<file path="src/hw/key_scan_consts.vh">
`ifndef KEY_SCAN_CONSTS_VH
`define KEY_SCAN_CONSTS_VH

// register offsets (byte addresses on the plain register port)
`define KS_ADDR_CTRL      4'h0
`define KS_ADDR_KEYS      4'h4
`define KS_ADDR_STATUS    4'h8

// control register fields
`define KS_CTRL_SLEEP_LSB 0
`define KS_CTRL_PIN_LSB   2
`define KS_CTRL_PORT_LSB  4
`define KS_CTRL_SEGOFF    6
`define KS_CTRL_RESET     7'h00

// status register fields
`define KS_STAT_SLEEPACK  0
`define KS_STAT_REQ       1
`define KS_STAT_BUSY      2

// matrix shape
`define KS_ROWS           6
`define KS_COLS           5
`define KS_KEYS           30

// timing, in oscillator periods T
`define KS_SCAN_T         9'd375
`define KS_ROW_T          6'd62
`define KS_REQ_T          10'd800

`endif

</file>
<file path="src/hw/key_scan_sleep.v">
/*
  Key-matrix scanner with debounce, key-read request line, sleep and wake
  control and reset-period pin states for a half-duty LCD driver.
  Assumes: CLK_IN much faster than the oscillator pin; the serial framing,
  display latch and LCD waveform logic sit outside and read the flags here.
*/
// What this block does
// - thirty key bits, index (row-1)*5+column, one while the key is held
// - rows routed to segment duty report their key bits as zero
// - sleep_ack is one when the press came in sleep, else zero
// - sleep stops the oscillator and drives segments and backplanes low
// - in sleep a press on a high row restarts oscillator and scan
// - each matrix scan lasts 375 oscillator periods
// - two agreeing scans pull the request low 800 periods after start
// - disagreeing scans with a key still down trigger another scan
// - in normal mode all scan rows stay high while idle
// - scan while any key is down; several presses give several bits
// - request line is released while chip enable is high
// - a finished key read releases the request and starts a new scan
// - power-on clear stops the basic clock
// - power-on clear blanks the display, the latch still loads
// - power-on clear resets the scan machine and disables scanning
// - power-on clear zeroes all key bits
// - power-on clear leaves the control registers untouched
// - during clear: shared pins segment low, row six high, request high
// - sleep_sel: 00 normal, 01 row six, 10 rows five-six, 11 all rows
// - scan_pin_sel: 00 thirty keys, 01 twenty-five keys, 1x twenty keys
`timescale 1ns/1ps
`include "key_scan_consts.vh"

module key_scan_sleep (
  input  wire        CLK_IN,
  input  wire        RESET_N_IN,
  input  wire        POWER_ON_CLEAR_N_IN,
  input  wire        TIMEBASE_PIN_IN,
  input  wire        CHIP_ENABLE_IN,
  input  wire [4:0]  SENSE_COLS_IN,
  input  wire [3:0]  REG_ADDR_IN,
  input  wire [31:0] REG_WDATA_IN,
  input  wire        REG_WR_IN,
  input  wire        REG_RD_IN,
  output reg  [31:0] REG_RDATA_OUT,
  output reg  [5:0]  SCAN_ROWS_OUT,
  output reg         SERIAL_OUT_REQUEST_OUT,
  output reg         SERIAL_OUT_REQUEST_OE_OUT,
  output reg         OSC_RUN_OUT,
  output reg         DISPLAY_BLANK_OUT,
  output reg  [1:0]  SHARED_ROW_SEG_OUT,
  output reg  [3:0]  PORT_GP_EN_OUT
);

  // ------------------------------------------------------------------
  // states
  // ------------------------------------------------------------------
  localparam [3:0] ST_IDLE = 4'h1;
  localparam [3:0] ST_SCAN = 4'h2;
  localparam [3:0] ST_WAIT = 4'h4;
  localparam [3:0] ST_HOLD = 4'h8;

  // ------------------------------------------------------------------
  // pin synchronisers
  // ------------------------------------------------------------------
  reg       por_m_q, por_n_q;
  reg       ce_m_q, ce_q;
  reg [4:0] cols_m_q, cols_q;
  reg       tb_m_q, tb_q, tb_old_q;

  // two flops per outside pin, plus a third on the timebase for edge detect; logic reads the second flop and that third one
  always @(posedge CLK_IN or negedge RESET_N_IN) begin
    if (!RESET_N_IN) begin
      por_m_q  <= 1'b0;
      por_n_q  <= 1'b0;
      ce_m_q   <= 1'b0;
      ce_q     <= 1'b0;
      cols_m_q <= 5'h00;
      cols_q   <= 5'h00;
      tb_m_q   <= 1'b0;
      tb_q     <= 1'b0;
      tb_old_q <= 1'b0;
    end else begin
      por_m_q  <= POWER_ON_CLEAR_N_IN;
      por_n_q  <= por_m_q;
      ce_m_q   <= CHIP_ENABLE_IN;
      ce_q     <= ce_m_q;
      cols_m_q <= SENSE_COLS_IN;
      cols_q   <= cols_m_q;
      tb_m_q   <= TIMEBASE_PIN_IN;
      tb_q     <= tb_m_q;
      tb_old_q <= tb_q;
    end
  end

  // one tick per oscillator period, only while the oscillator may run
  wire tick = tb_q & ~tb_old_q & OSC_RUN_OUT;

  // ------------------------------------------------------------------
  // control register
  // ------------------------------------------------------------------
  reg  [6:0] ctrl_q;
  wire [1:0] sleep_sel    = ctrl_q[`KS_CTRL_SLEEP_LSB +: 2];
  wire [1:0] scan_pin_sel = ctrl_q[`KS_CTRL_PIN_LSB +: 2];
  wire [1:0] port_sel     = ctrl_q[`KS_CTRL_PORT_LSB +: 2];
  wire       seg_off      = ctrl_q[`KS_CTRL_SEGOFF];
  wire       sleeping     = (sleep_sel != 2'b00);
  wire       wr_ctrl      = REG_WR_IN & (REG_ADDR_IN == `KS_ADDR_CTRL);
  wire       rd_keys      = REG_RD_IN & (REG_ADDR_IN == `KS_ADDR_KEYS);

  // only the system reset touches control; power-on clear must not
  always @(posedge CLK_IN or negedge RESET_N_IN) begin
    if (!RESET_N_IN)
      ctrl_q <= `KS_CTRL_RESET;
    else if (wr_ctrl)
      ctrl_q <= REG_WDATA_IN[6:0];
  end

  // rows that still act as scan rows
  reg [5:0] active_rows;
  reg [5:0] idle_rows;
  always @* begin
    case (scan_pin_sel)
      2'b00:   active_rows = 6'h3F;
      2'b01:   active_rows = 6'h3E;
      default: active_rows = 6'h3C;
    endcase
    case (sleep_sel)
      2'b00:   idle_rows = 6'h3F;
      2'b01:   idle_rows = 6'h20;
      2'b10:   idle_rows = 6'h30;
      default: idle_rows = 6'h3F;
    endcase
  end

  // column mask per row, so segment-duty rows never set key bits
  wire [4:0] row_mask;
  wire       row_live;

  // ------------------------------------------------------------------
  // scan state machine
  // ------------------------------------------------------------------
  reg [3:0]  state_q;
  reg [8:0]  phase_q;
  reg [5:0]  slot_q;
  reg [2:0]  row_q;
  reg        second_q;
  reg [9:0]  tcnt_q;
  reg [29:0] cur_q;
  reg [29:0] first_q;
  reg [29:0] keys_q;
  reg        sleep_ack_q;
  reg        req_q;

  assign row_live = (row_q < 3'd6) & active_rows[row_q];
  assign row_mask = row_live ? cols_q : 5'h00;

  wire any_key   = (cols_q != 5'h00);
  wire scan_end  = tick & (phase_q == `KS_SCAN_T - 9'd1);
  wire slot_end  = tick & (slot_q == `KS_ROW_T - 6'd1) & (row_q < 3'd6);
  wire [29:0] result = cur_q;

  // the whole key side is held in its initial state by power-on clear
  always @(posedge CLK_IN or negedge RESET_N_IN) begin
    if (!RESET_N_IN) begin
      state_q     <= ST_IDLE;
      phase_q     <= 9'h000;
      slot_q      <= 6'h00;
      row_q       <= 3'h0;
      second_q    <= 1'b0;
      tcnt_q      <= 10'h000;
      cur_q       <= 30'h0;
      first_q     <= 30'h0;
      keys_q      <= 30'h0;
      sleep_ack_q <= 1'b0;
      req_q       <= 1'b0;
    end else if (!por_n_q) begin
      state_q     <= ST_IDLE;
      phase_q     <= 9'h000;
      slot_q      <= 6'h00;
      row_q       <= 3'h0;
      second_q    <= 1'b0;
      tcnt_q      <= 10'h000;
      cur_q       <= 30'h0;
      first_q     <= 30'h0;
      keys_q      <= 30'h0;
      sleep_ack_q <= 1'b0;
      req_q       <= 1'b0;
    end else begin
      // elapsed oscillator periods since the scan sequence began
      if (tick && tcnt_q != 10'h3FF)
        tcnt_q <= tcnt_q + 10'd1;
      // row slot walker inside one scan
      if (state_q == ST_SCAN && tick) begin
        phase_q <= scan_end ? 9'h000 : phase_q + 9'd1;
        if (scan_end) begin
          slot_q <= 6'h00;
          row_q  <= 3'h0;
        end else if (slot_q == `KS_ROW_T - 6'd1) begin
          slot_q <= 6'h00;
          if (row_q < 3'd6)
            row_q <= row_q + 3'd1;
        end else begin
          slot_q <= slot_q + 6'd1;
        end
      end
      if (state_q == ST_SCAN && slot_end)
        cur_q[row_q * 5 +: 5] <= row_mask;
      case (state_q)
        ST_IDLE: begin
          // idle rows are high, so a pressed key shows on some column
          if (any_key) begin
            state_q     <= ST_SCAN;
            sleep_ack_q <= sleeping;
            tcnt_q      <= 10'h000;
            phase_q     <= 9'h000;
            slot_q      <= 6'h00;
            row_q       <= 3'h0;
            second_q    <= 1'b0;
          end
        end
        ST_SCAN: begin
          if (scan_end) begin
            first_q <= result;
            if (!second_q) begin
              second_q <= 1'b1;
            end else if (result == first_q) begin
              keys_q <= result;
              // both scans empty: every key is up again
              state_q <= (result == 30'h0) ? ST_IDLE : ST_WAIT;
            end else if (result == 30'h0) begin
              state_q <= ST_IDLE;
            end
            // a disagreement with keys down compares against the next scan
          end
        end
        ST_WAIT: begin
          // the count starts at zero with the scan, so 800 ticks mean 800 T
          if (tcnt_q >= `KS_REQ_T) begin
            req_q   <= 1'b1;
            state_q <= ST_HOLD;
          end
        end
        ST_HOLD: begin
          // the controller's key read closes the request and rescans
          if (rd_keys) begin
            req_q    <= 1'b0;
            state_q  <= ST_SCAN;
            tcnt_q   <= 10'h000;
            phase_q  <= 9'h000;
            slot_q   <= 6'h00;
            row_q    <= 3'h0;
            second_q <= 1'b0;
          end
        end
        default: state_q <= ST_IDLE;
      endcase
    end
  end

  // ------------------------------------------------------------------
  // oscillator, display and pin drive
  // ------------------------------------------------------------------
  reg [5:0] scan_drive;
  reg [3:0] gp_en;
  always @* begin
    scan_drive = 6'h00;
    if (row_q < 3'd6)
      scan_drive[row_q] = 1'b1;
    case (port_sel)
      2'b00:   gp_en = 4'h0;
      2'b01:   gp_en = 4'h3;
      2'b10:   gp_en = 4'h7;
      default: gp_en = 4'hF;
    endcase
  end

  wire osc_on   = por_n_q & (~sleeping | (state_q != ST_IDLE) | any_key);
  wire in_scan  = (state_q == ST_SCAN);
  wire [5:0] run_rows = in_scan ? (scan_drive & active_rows)
                                : (idle_rows & active_rows);
  // during clear rows one and two fall to segment low, row six held high
  wire [5:0] clr_rows = {1'b1, idle_rows[4:2] & active_rows[4:2], 2'b00};

  // every pin comes from a flop; request pulls low only, never drives high
  always @(posedge CLK_IN or negedge RESET_N_IN) begin
    if (!RESET_N_IN) begin
      SCAN_ROWS_OUT             <= 6'h20;
      SERIAL_OUT_REQUEST_OUT    <= 1'b0;
      SERIAL_OUT_REQUEST_OE_OUT <= 1'b0;
      OSC_RUN_OUT               <= 1'b0;
      DISPLAY_BLANK_OUT         <= 1'b1;
      SHARED_ROW_SEG_OUT        <= 2'b11;
      PORT_GP_EN_OUT            <= 4'h0;
    end else begin
      SERIAL_OUT_REQUEST_OUT    <= 1'b0;
      SERIAL_OUT_REQUEST_OE_OUT <= por_n_q & req_q & ~ce_q;
      OSC_RUN_OUT               <= osc_on;
      DISPLAY_BLANK_OUT         <= ~por_n_q | sleeping | seg_off;
      SCAN_ROWS_OUT             <= por_n_q ? run_rows : clr_rows;
      SHARED_ROW_SEG_OUT        <= por_n_q ? ~active_rows[1:0] : 2'b11;
      PORT_GP_EN_OUT            <= por_n_q ? gp_en : 4'h0;
    end
  end

  // ------------------------------------------------------------------
  // register read port
  // ------------------------------------------------------------------
  // read data stand in the cycle after the strobe only
  always @(posedge CLK_IN or negedge RESET_N_IN) begin
    if (!RESET_N_IN) begin
      REG_RDATA_OUT <= 32'h00000000;
    end else if (REG_RD_IN) begin
      case (REG_ADDR_IN)
        `KS_ADDR_CTRL:   REG_RDATA_OUT <= {25'h0, ctrl_q};
        `KS_ADDR_KEYS:   REG_RDATA_OUT <= {2'b00, keys_q};
        `KS_ADDR_STATUS: REG_RDATA_OUT <= {29'h0, ~state_q[0], req_q, sleep_ack_q};
        default:         REG_RDATA_OUT <= 32'h00000000;
      endcase
    end else begin
      REG_RDATA_OUT <= 32'h00000000;
    end
  end

endmodule // key_scan_sleep

</file>
<file path="config.mk">
export PLATFORM = sky130hd
export DESIGN_NAME = key_scan_sleep
export DESIGN_NICKNAME = d
export VERILOG_FILES = /design/src/hw/key_scan_sleep.v
export VERILOG_INCLUDE_DIRS = /design/src /design/src/hw
export SDC_FILE = /design/constraint.sdc
export NUM_CORES = 1
export LEC_CHECK = 0
export BUFFER_PORTS_ARGS = -buffer_cell sky130_fd_sc_hd__buf_2
export CORE_MARGIN = 5
export CORE_UTILIZATION = 38
export CTS_CLUSTER_DIAMETER = 60
export DETAILED_ROUTE_END_ITERATION = 8
export GPL_TIMING_DRIVEN = 0
export PLACE_DENSITY = 0.58
export SLEW_MARGIN = 10
export SYNTH_ARGS = -nofsm -noshare
export SYNTH_HDL_FRONTEND = slang
export SYNTH_SLANG_ARGS = --single-unit
</file>
<file path="constraint.sdc">
create_clock -name CLK_IN -period 2.5 [get_ports CLK_IN]
set_input_delay 0.625 -clock CLK_IN [delete_from_list [all_inputs] [get_ports CLK_IN]]
set_output_delay 0.625 -clock CLK_IN [all_outputs]
set_load 0.05 [all_outputs]
</file>
=== Yosys cells after proc, flatten, opt, wreduce, memory -nomap -nowiden ===
Index checks and enable logic that the tools add are counted.

* Output and inout port bits: 48
* Bits of input ports: 48
* Register bits after elaboration: 196
* Word-level logic and storage cells: 184

* Eq/ne operators: 31
* Reduce and logical (&&, ||, !) cells: 16
* Bitwise operators: 24
* Magnitude comparators: 4
* Muxes and demuxes: 73
* Shifts and indexed selects: 2
* Add/subtract/negate cells: 5
* Multiply operators: 1

{| class="wikitable"
|+ Operators by type and width
! cell !! number
|-
| $mux 30 || 10
|-
| $pmux 30 s3 || 1
|-
| $mux 6 || 9
|-
| $mux 9 || 5
|-
| $mux 10 || 4
|-
| $mux 4 || 9
|-
| $neg 6->34 || 1
|-
| $shift 5x34->30 const A || 1
|-
| $shiftx 5x34->30 || 1
|-
| $mux 32 || 1
|-
| $bwmux 30 || 1
|-
| $eq 30x30->1 || 1
|-
| $logic_not 30->1 || 1
|-
| $mux 3 || 8
|-
| $pmux 10 s2 || 1
|-
| $pmux 9 s2 || 1
|-
| $pmux 4 s4 || 1
|-
| $ne 3x3->1 const B || 5
|-
| $ne 2x1->1 const B || 7
|-
| $and 6x6->6 || 2
|-
| $pmux 4 s3 || 1
|-
| $pmux 6 s2 || 1
|-
| $and 1x1->1 || 11
|-
| $mux 1 || 11
|-
| other kinds (43) || 62
|}

=== Depth between registers and ports, before layout ===
* Depth after elaboration: 10
* Mapped depth: 9
* Mapped depth without buffers: 7

=== Worst setup path after synthesis ===
OpenSTA, ideal clock, no wires.

* Path kind: reg2reg
* From: register row_q[0]
* To: register cur_q[12]
* Setup slack: 87 ps
* Period minus slack after synthesis: 2413 ps
* Path buffers: 2
* Arrival time: 2281 ps
* Setup time: 132 ps
* Cell stages (with the launch flop): 10
* Required time: 2368 ps
* Path through: dfrtp_1 clkbuf_1 inv_1 ha_1 clkbuf_1 nor3b_1 a21oi_1 nor4b_4 mux2i_1 nor2_1

* Cells in the longest elaborated chain, start to end: 8
* Elaborated cells between the ends (all ways): 15
* Those cells by class: add/sub (1); mul (1); order compare (1); eq/ne (1); shift (2); mux (6); bitwise (2); reduce/logical (1)

{| class="wikitable"
|+ RTL lines
! item !! RTL line !! source
|-
| from (decl) || key_scan_sleep.v:143 || <nowiki>reg [2:0] row_q;</nowiki>
|-
| from (signal assigned) || key_scan_sleep.v:199 || <nowiki>row_q <= row_q + 3'd1;</nowiki>
|-
| branches (longest 8 deep; another with $neg 6->34) || -- ||
|-
| to (signal, indexed assignment) || key_scan_sleep.v:205 || <nowiki>cur_q[row_q * 5 +: 5] <= row_mask;</nowiki>
|-
| to (decl) || key_scan_sleep.v:146 || <nowiki>reg [29:0] cur_q;</nowiki>
|}

Parallel ways; which one is timed is not known. The select of a mux whose other input is x is not followed.
A chain may end at the register's enable or synchronous reset.

=== Worst setup path after layout ===
* From: register state_q[3]
* To: register keys_q[2]

* Cells in the longest elaborated chain, start to end: 3

{| class="wikitable"
|+ RTL lines
! item !! RTL line !! source
|-
| from (decl) || key_scan_sleep.v:140 || <nowiki>reg [3:0] state_q;</nowiki>
|-
| from (signal assigned) || key_scan_sleep.v:227 || <nowiki>state_q <= (result == 30'h0) ? ST_IDLE : ST_WAIT;</nowiki>
|-
| $eq 4x2->1 || key_scan_sleep.v:206 || <nowiki>case (state_q)</nowiki>
|-
| $ne 2x1->1 (no source line) || -- ||
|-
| $reduce_and 4->1 (no source line) || -- ||
|-
| to (signal assigned) || key_scan_sleep.v:225 || <nowiki>keys_q <= result;</nowiki>
|-
| to (decl) || key_scan_sleep.v:148 || <nowiki>reg [29:0] keys_q;</nowiki>
|}

No other way between the ends.

==> impl_metrics.py <==
metrics = {
    "global_routing": {
        "via_count_of_the_first_global_routing_pass": 6203,
        "grt.total_usage_pct": 16.1,
        "grt_remaining_overflow": 0,
        "initial_antenna_violation_count": 0,
        "maximum_number_of_pins_on_one_net_before_global_route_repair": 101,
        "first_pass_grt_wire_length_um": 33000,
    },
    "timing": {
        "unrepaired_setup_endpoints_after_global_routing": "false",
        "finalCritPeriodShare_pct": 95.7,
        "totalNegativeSetupSlack_ns": 0,
        "setup_viol": 0,
        "worstMarginPinSlew_ns": 0.799,
        "finalCriticalPeriod_ns": 2.39,
        "final_hold_viol_count": 0,
        "worst_slew_margin_relative_to_its_limit_pct": 46.6,
        "timing.final.max_slew_violations": 0,
        "clock.fmax_mhz": 418,
        "worst_clock_skew_ns": 0.0107,
    },
    "worst_setup_path": {
        "worst-r2r-setup-slack_ns": 0.11,
        "cp.required_ns": 2.86,
        "critical_path.max_fanout": 10,
        "reg2reg_from": "state_q[3]",
        "worst-endpoint-arrival_ns": 2.75,
        "worst_r2r_endpoint": "keys_q[2]",
        "reg2regPathDepth": 7,
        "worstSetupEndpointType": "register",
        "timing_worst_setup_path_type": "reg2reg",
        "cp-start-kind": "register",
    },
    "detailed_routing": {
        "first_iter_violations": 366,
        "detailroute.via_count": 6078,
        "antenna_left": 0,
        "post-route-drc-count": 0,
        "wl_per_cell_um": 16.8,
        "detail_route.vias_per_cell": 5.12,
        "wl_um": 19900,
        "drt-pass1-iter-count": 6,
    },
    "min_path": {
        "worstHoldPathType": "in2async",
    },
    "die": {
        "coreArea_um2": 22400,
        "die_h_um": 160,
        "die_x_um": 160,
        "die_outline_area_um2": 25600,
        "initial_utilization_pct": 38.2,
        "ioPinCount": 96,
        "std_cell_rows": 55,
    },
    "clock_network": {
        "insertion_delay_to_the_later_sink_of_the_worst_skew_pair_ns": 0.44,
        "cts_num_sinks": 193,
        "ctsRootBufferMaster": "sky130_fd_sc_hd__clkbuf_16",
        "cts_inserted_buffers": 17,
        "tritoncts_clock_tree": "done",
        "clock_tree.buffer_depth": 2,
        "clock_pin_transition_on_the_worst_setup_and_hold_timing_paths_ns": 0.07,
        "cts_max_level": 4,
    },
    "final_layout": {
        "num-fill-cells": 2165,
        "multi_input_area_um2": 3520,
        "final_layout_size_suffix_gt1_share_pct": 17.4,
        "final-seq-area_um2": 4840,
        "antennaDiodeCount": 0,
        "areaGrowthSynthToFinish_pct": 17.5,
        "final_net_count": 948,
        "mostFrequentLayoutCells": "sky130_fd_sc_hd__dfrtp_1 (188), sky130_fd_sc_hd__nand2_1 (134), sky130_fd_sc_hd__nor2_1 (70)",
        "most_common_library_cell_in_the_layout_ignoring_fill_and_taps": "sky130_fd_sc_hd__dfrtp_1",
        "instances_no_fill": 1187,
        "postLayoutCoreUtil_pct": 44.9,
    },
    "yosys": {
        "synth_seq_area_share_pct": 56.5,
        "synthArstFlopShare_pct": 100,
        "yosys_most_used_dff": "sky130_fd_sc_hd__dfrtp_1",
        "synth_area_per_cell_um2": 10.8,
        "total_number_of_yosys_warnings": 0,
        "synth_cell_types": 61,
        "syn-instance-count": 795,
        "synth_edf_count": 0,
        "ys_ff_latch": 193,
        "synth_area_um2": 8560,
    },
    "power": {
        "leakagePower_nw": 4.63,
        "power_density_nw_per_um2": 724,
        "total_power_w": 0.00729,
        "vdd_ir_drop_max_mv": 0.372,
    },
    "placed_design": {
        "place_congestion": 0.843,
        "place.port_buffers": 67,
        "hpwl_um": 14200,
        "placed_cells": 1150,
    },
    "run": {
        "drv.max_cap_violation_count": 0,
    },
    "run_status": {
        "result_of_the_run": "completed",
    },
}
synthesized netlist by cell type, types with 4 or more instances:
cell type	count	area share, %
sky130_fd_sc_hd__xnor2_1	14	1.4
sky130_fd_sc_hd__nor3_1	10	0.58
sky130_fd_sc_hd__mux2_2	7	0.92
sky130_fd_sc_hd__clkbuf_8	6	0.96
sky130_fd_sc_hd__xor2_1	33	3.4
sky130_fd_sc_hd__and2_1	24	1.8
sky130_fd_sc_hd__nand3_1	13	0.76
sky130_fd_sc_hd__dfrtp_1	188	55
sky130_fd_sc_hd__nor2b_1	7	0.51
sky130_fd_sc_hd__nor4_1	18	1.3
sky130_fd_sc_hd__dfstp_2	5	1.5
sky130_fd_sc_hd__ha_1	11	1.6
sky130_fd_sc_hd__nor3b_1	8	0.70
sky130_fd_sc_hd__clkbuf_1	18	0.79
sky130_fd_sc_hd__mux2i_1	52	6.1
sky130_fd_sc_hd__buf_4	4	0.35
sky130_fd_sc_hd__a21oi_1	19	1.1
sky130_fd_sc_hd__a41oi_1	4	0.41
sky130_fd_sc_hd__o21ai_0	50	2.9
sky130_fd_sc_hd__nand4_1	14	1.0
sky130_fd_sc_hd__nand2_1	134	5.9
sky130_fd_sc_hd__o31ai_1	13	1.1
sky130_fd_sc_hd__nor2_1	70	3.1
sky130_fd_sc_hd__inv_1	13	0.57
flip-flops by register name (all words and copies together) (netlist names), 4 cells and up:
signal	count
phase_q	9
cols_m_q	5
slot_q	6
cur_q	30
cols_q	5
keys_q	30
REG_RDATA_OUT	30
SCAN_ROWS_OUT	6
tcnt_q	10
ctrl_q	7
first_q	30
state_q	4
per-stage QoR:
stage / setup slack, ns / instance area [µm²] / hold WS (ns)
floorplan: 0.0868 / 8570 / 0.329
global placement: -2.51 / 9260 / 0.334
detailed placement: -0.717 / 9300 / 0.335
CTS: 0.00256 / 10000 / 0.249
global route: 0.00285 / 10100 / 0.262
finish: 0.108 / 10100 / 0.211
critical path, stage by stage, from the launching register on:
cell and delay, ns:
sky130_fd_sc_hd__dfrtp_1 0.45, sky130_fd_sc_hd__nor4b_4 0.40, sky130_fd_sc_hd__nand2_4 0.14, sky130_fd_sc_hd__or3_4 0.46, sky130_fd_sc_hd__nor4_4 0.34, sky130_fd_sc_hd__buf_12 0.17
sky130_fd_sc_hd__buf_8 0.16, sky130_fd_sc_hd__mux2i_1 0.20
kinds of logic (layout without fill, tap and decap cells):
kind of cell	Yosys count	after routing	share of synthesized area, %
AO/OA/AOI/OAI	107	107	7.51
XOR/XNOR	47	47	4.81
adder cells (fa/ha/maj)	11	11	1.61
buffers and inverters	48	153	3.48
flip-flops	193	193	56.5
multiplexers	59	59	7.00
other	1	3	0.0438
AND/OR/NAND/NOR	329	329	19.1
per-layer routing:
layer  up-vias  global-route usage [%]  part of all wire [%]
met5         -                       0                     0
met1      3021                    21.9                    47
met2        92                    26.0                    48
li1       2933                       -                     -
met3        32                    3.15                   2.7
met4         0                    5.12                   1.9
what timing repair did:
item,4_1_cts,5_1_grt
endpoints found under the setup margin,110,76
cloned,0,0
buffers inserted,4,2
pin swaps,3,2
resized for setup,8,12
hold buffers,0,0
worst max path at each step:
| stage | to | from | depth (start not counted) | slack (ns) |
|---|---|---|---|---|
| after floorplan | cur_q[12] | row_q[0] | 9 | 0.09 |
| after global placement | tcnt_q[3] | RESET_N_IN | 1 | -2.51 |
| after detailed placement | tcnt_q[7] | REG_ADDR_IN[1] | 7 | -0.72 |
| after CTS | cur_q[21] | state_q[3] | 6 | 0.003 |
| after global routing | keys_q[4] | state_q[3] | 7 | 0.003 |
| final | keys_q[2] | state_q[3] | 7 | 0.11 |
layout make-up:
cell class	count	share of cell area [%]
plain buffers	33	2.46
clock buffers	20	4.54
clock inverters	12	1.68
inverters	14	0.522
multi-input cells	556	34.9
flip-flops and latches	193	48.0
well taps	285	3.54
repair buffers	74	4.28
report_power, final:
part | internal [W] | switching (W)
Clock | 0.00166 | 0.00126
Sequential | 0.00326 | 0.000117
Combinational | 0.000312 | 0.000687
Power figures use the tool's default switching activity.
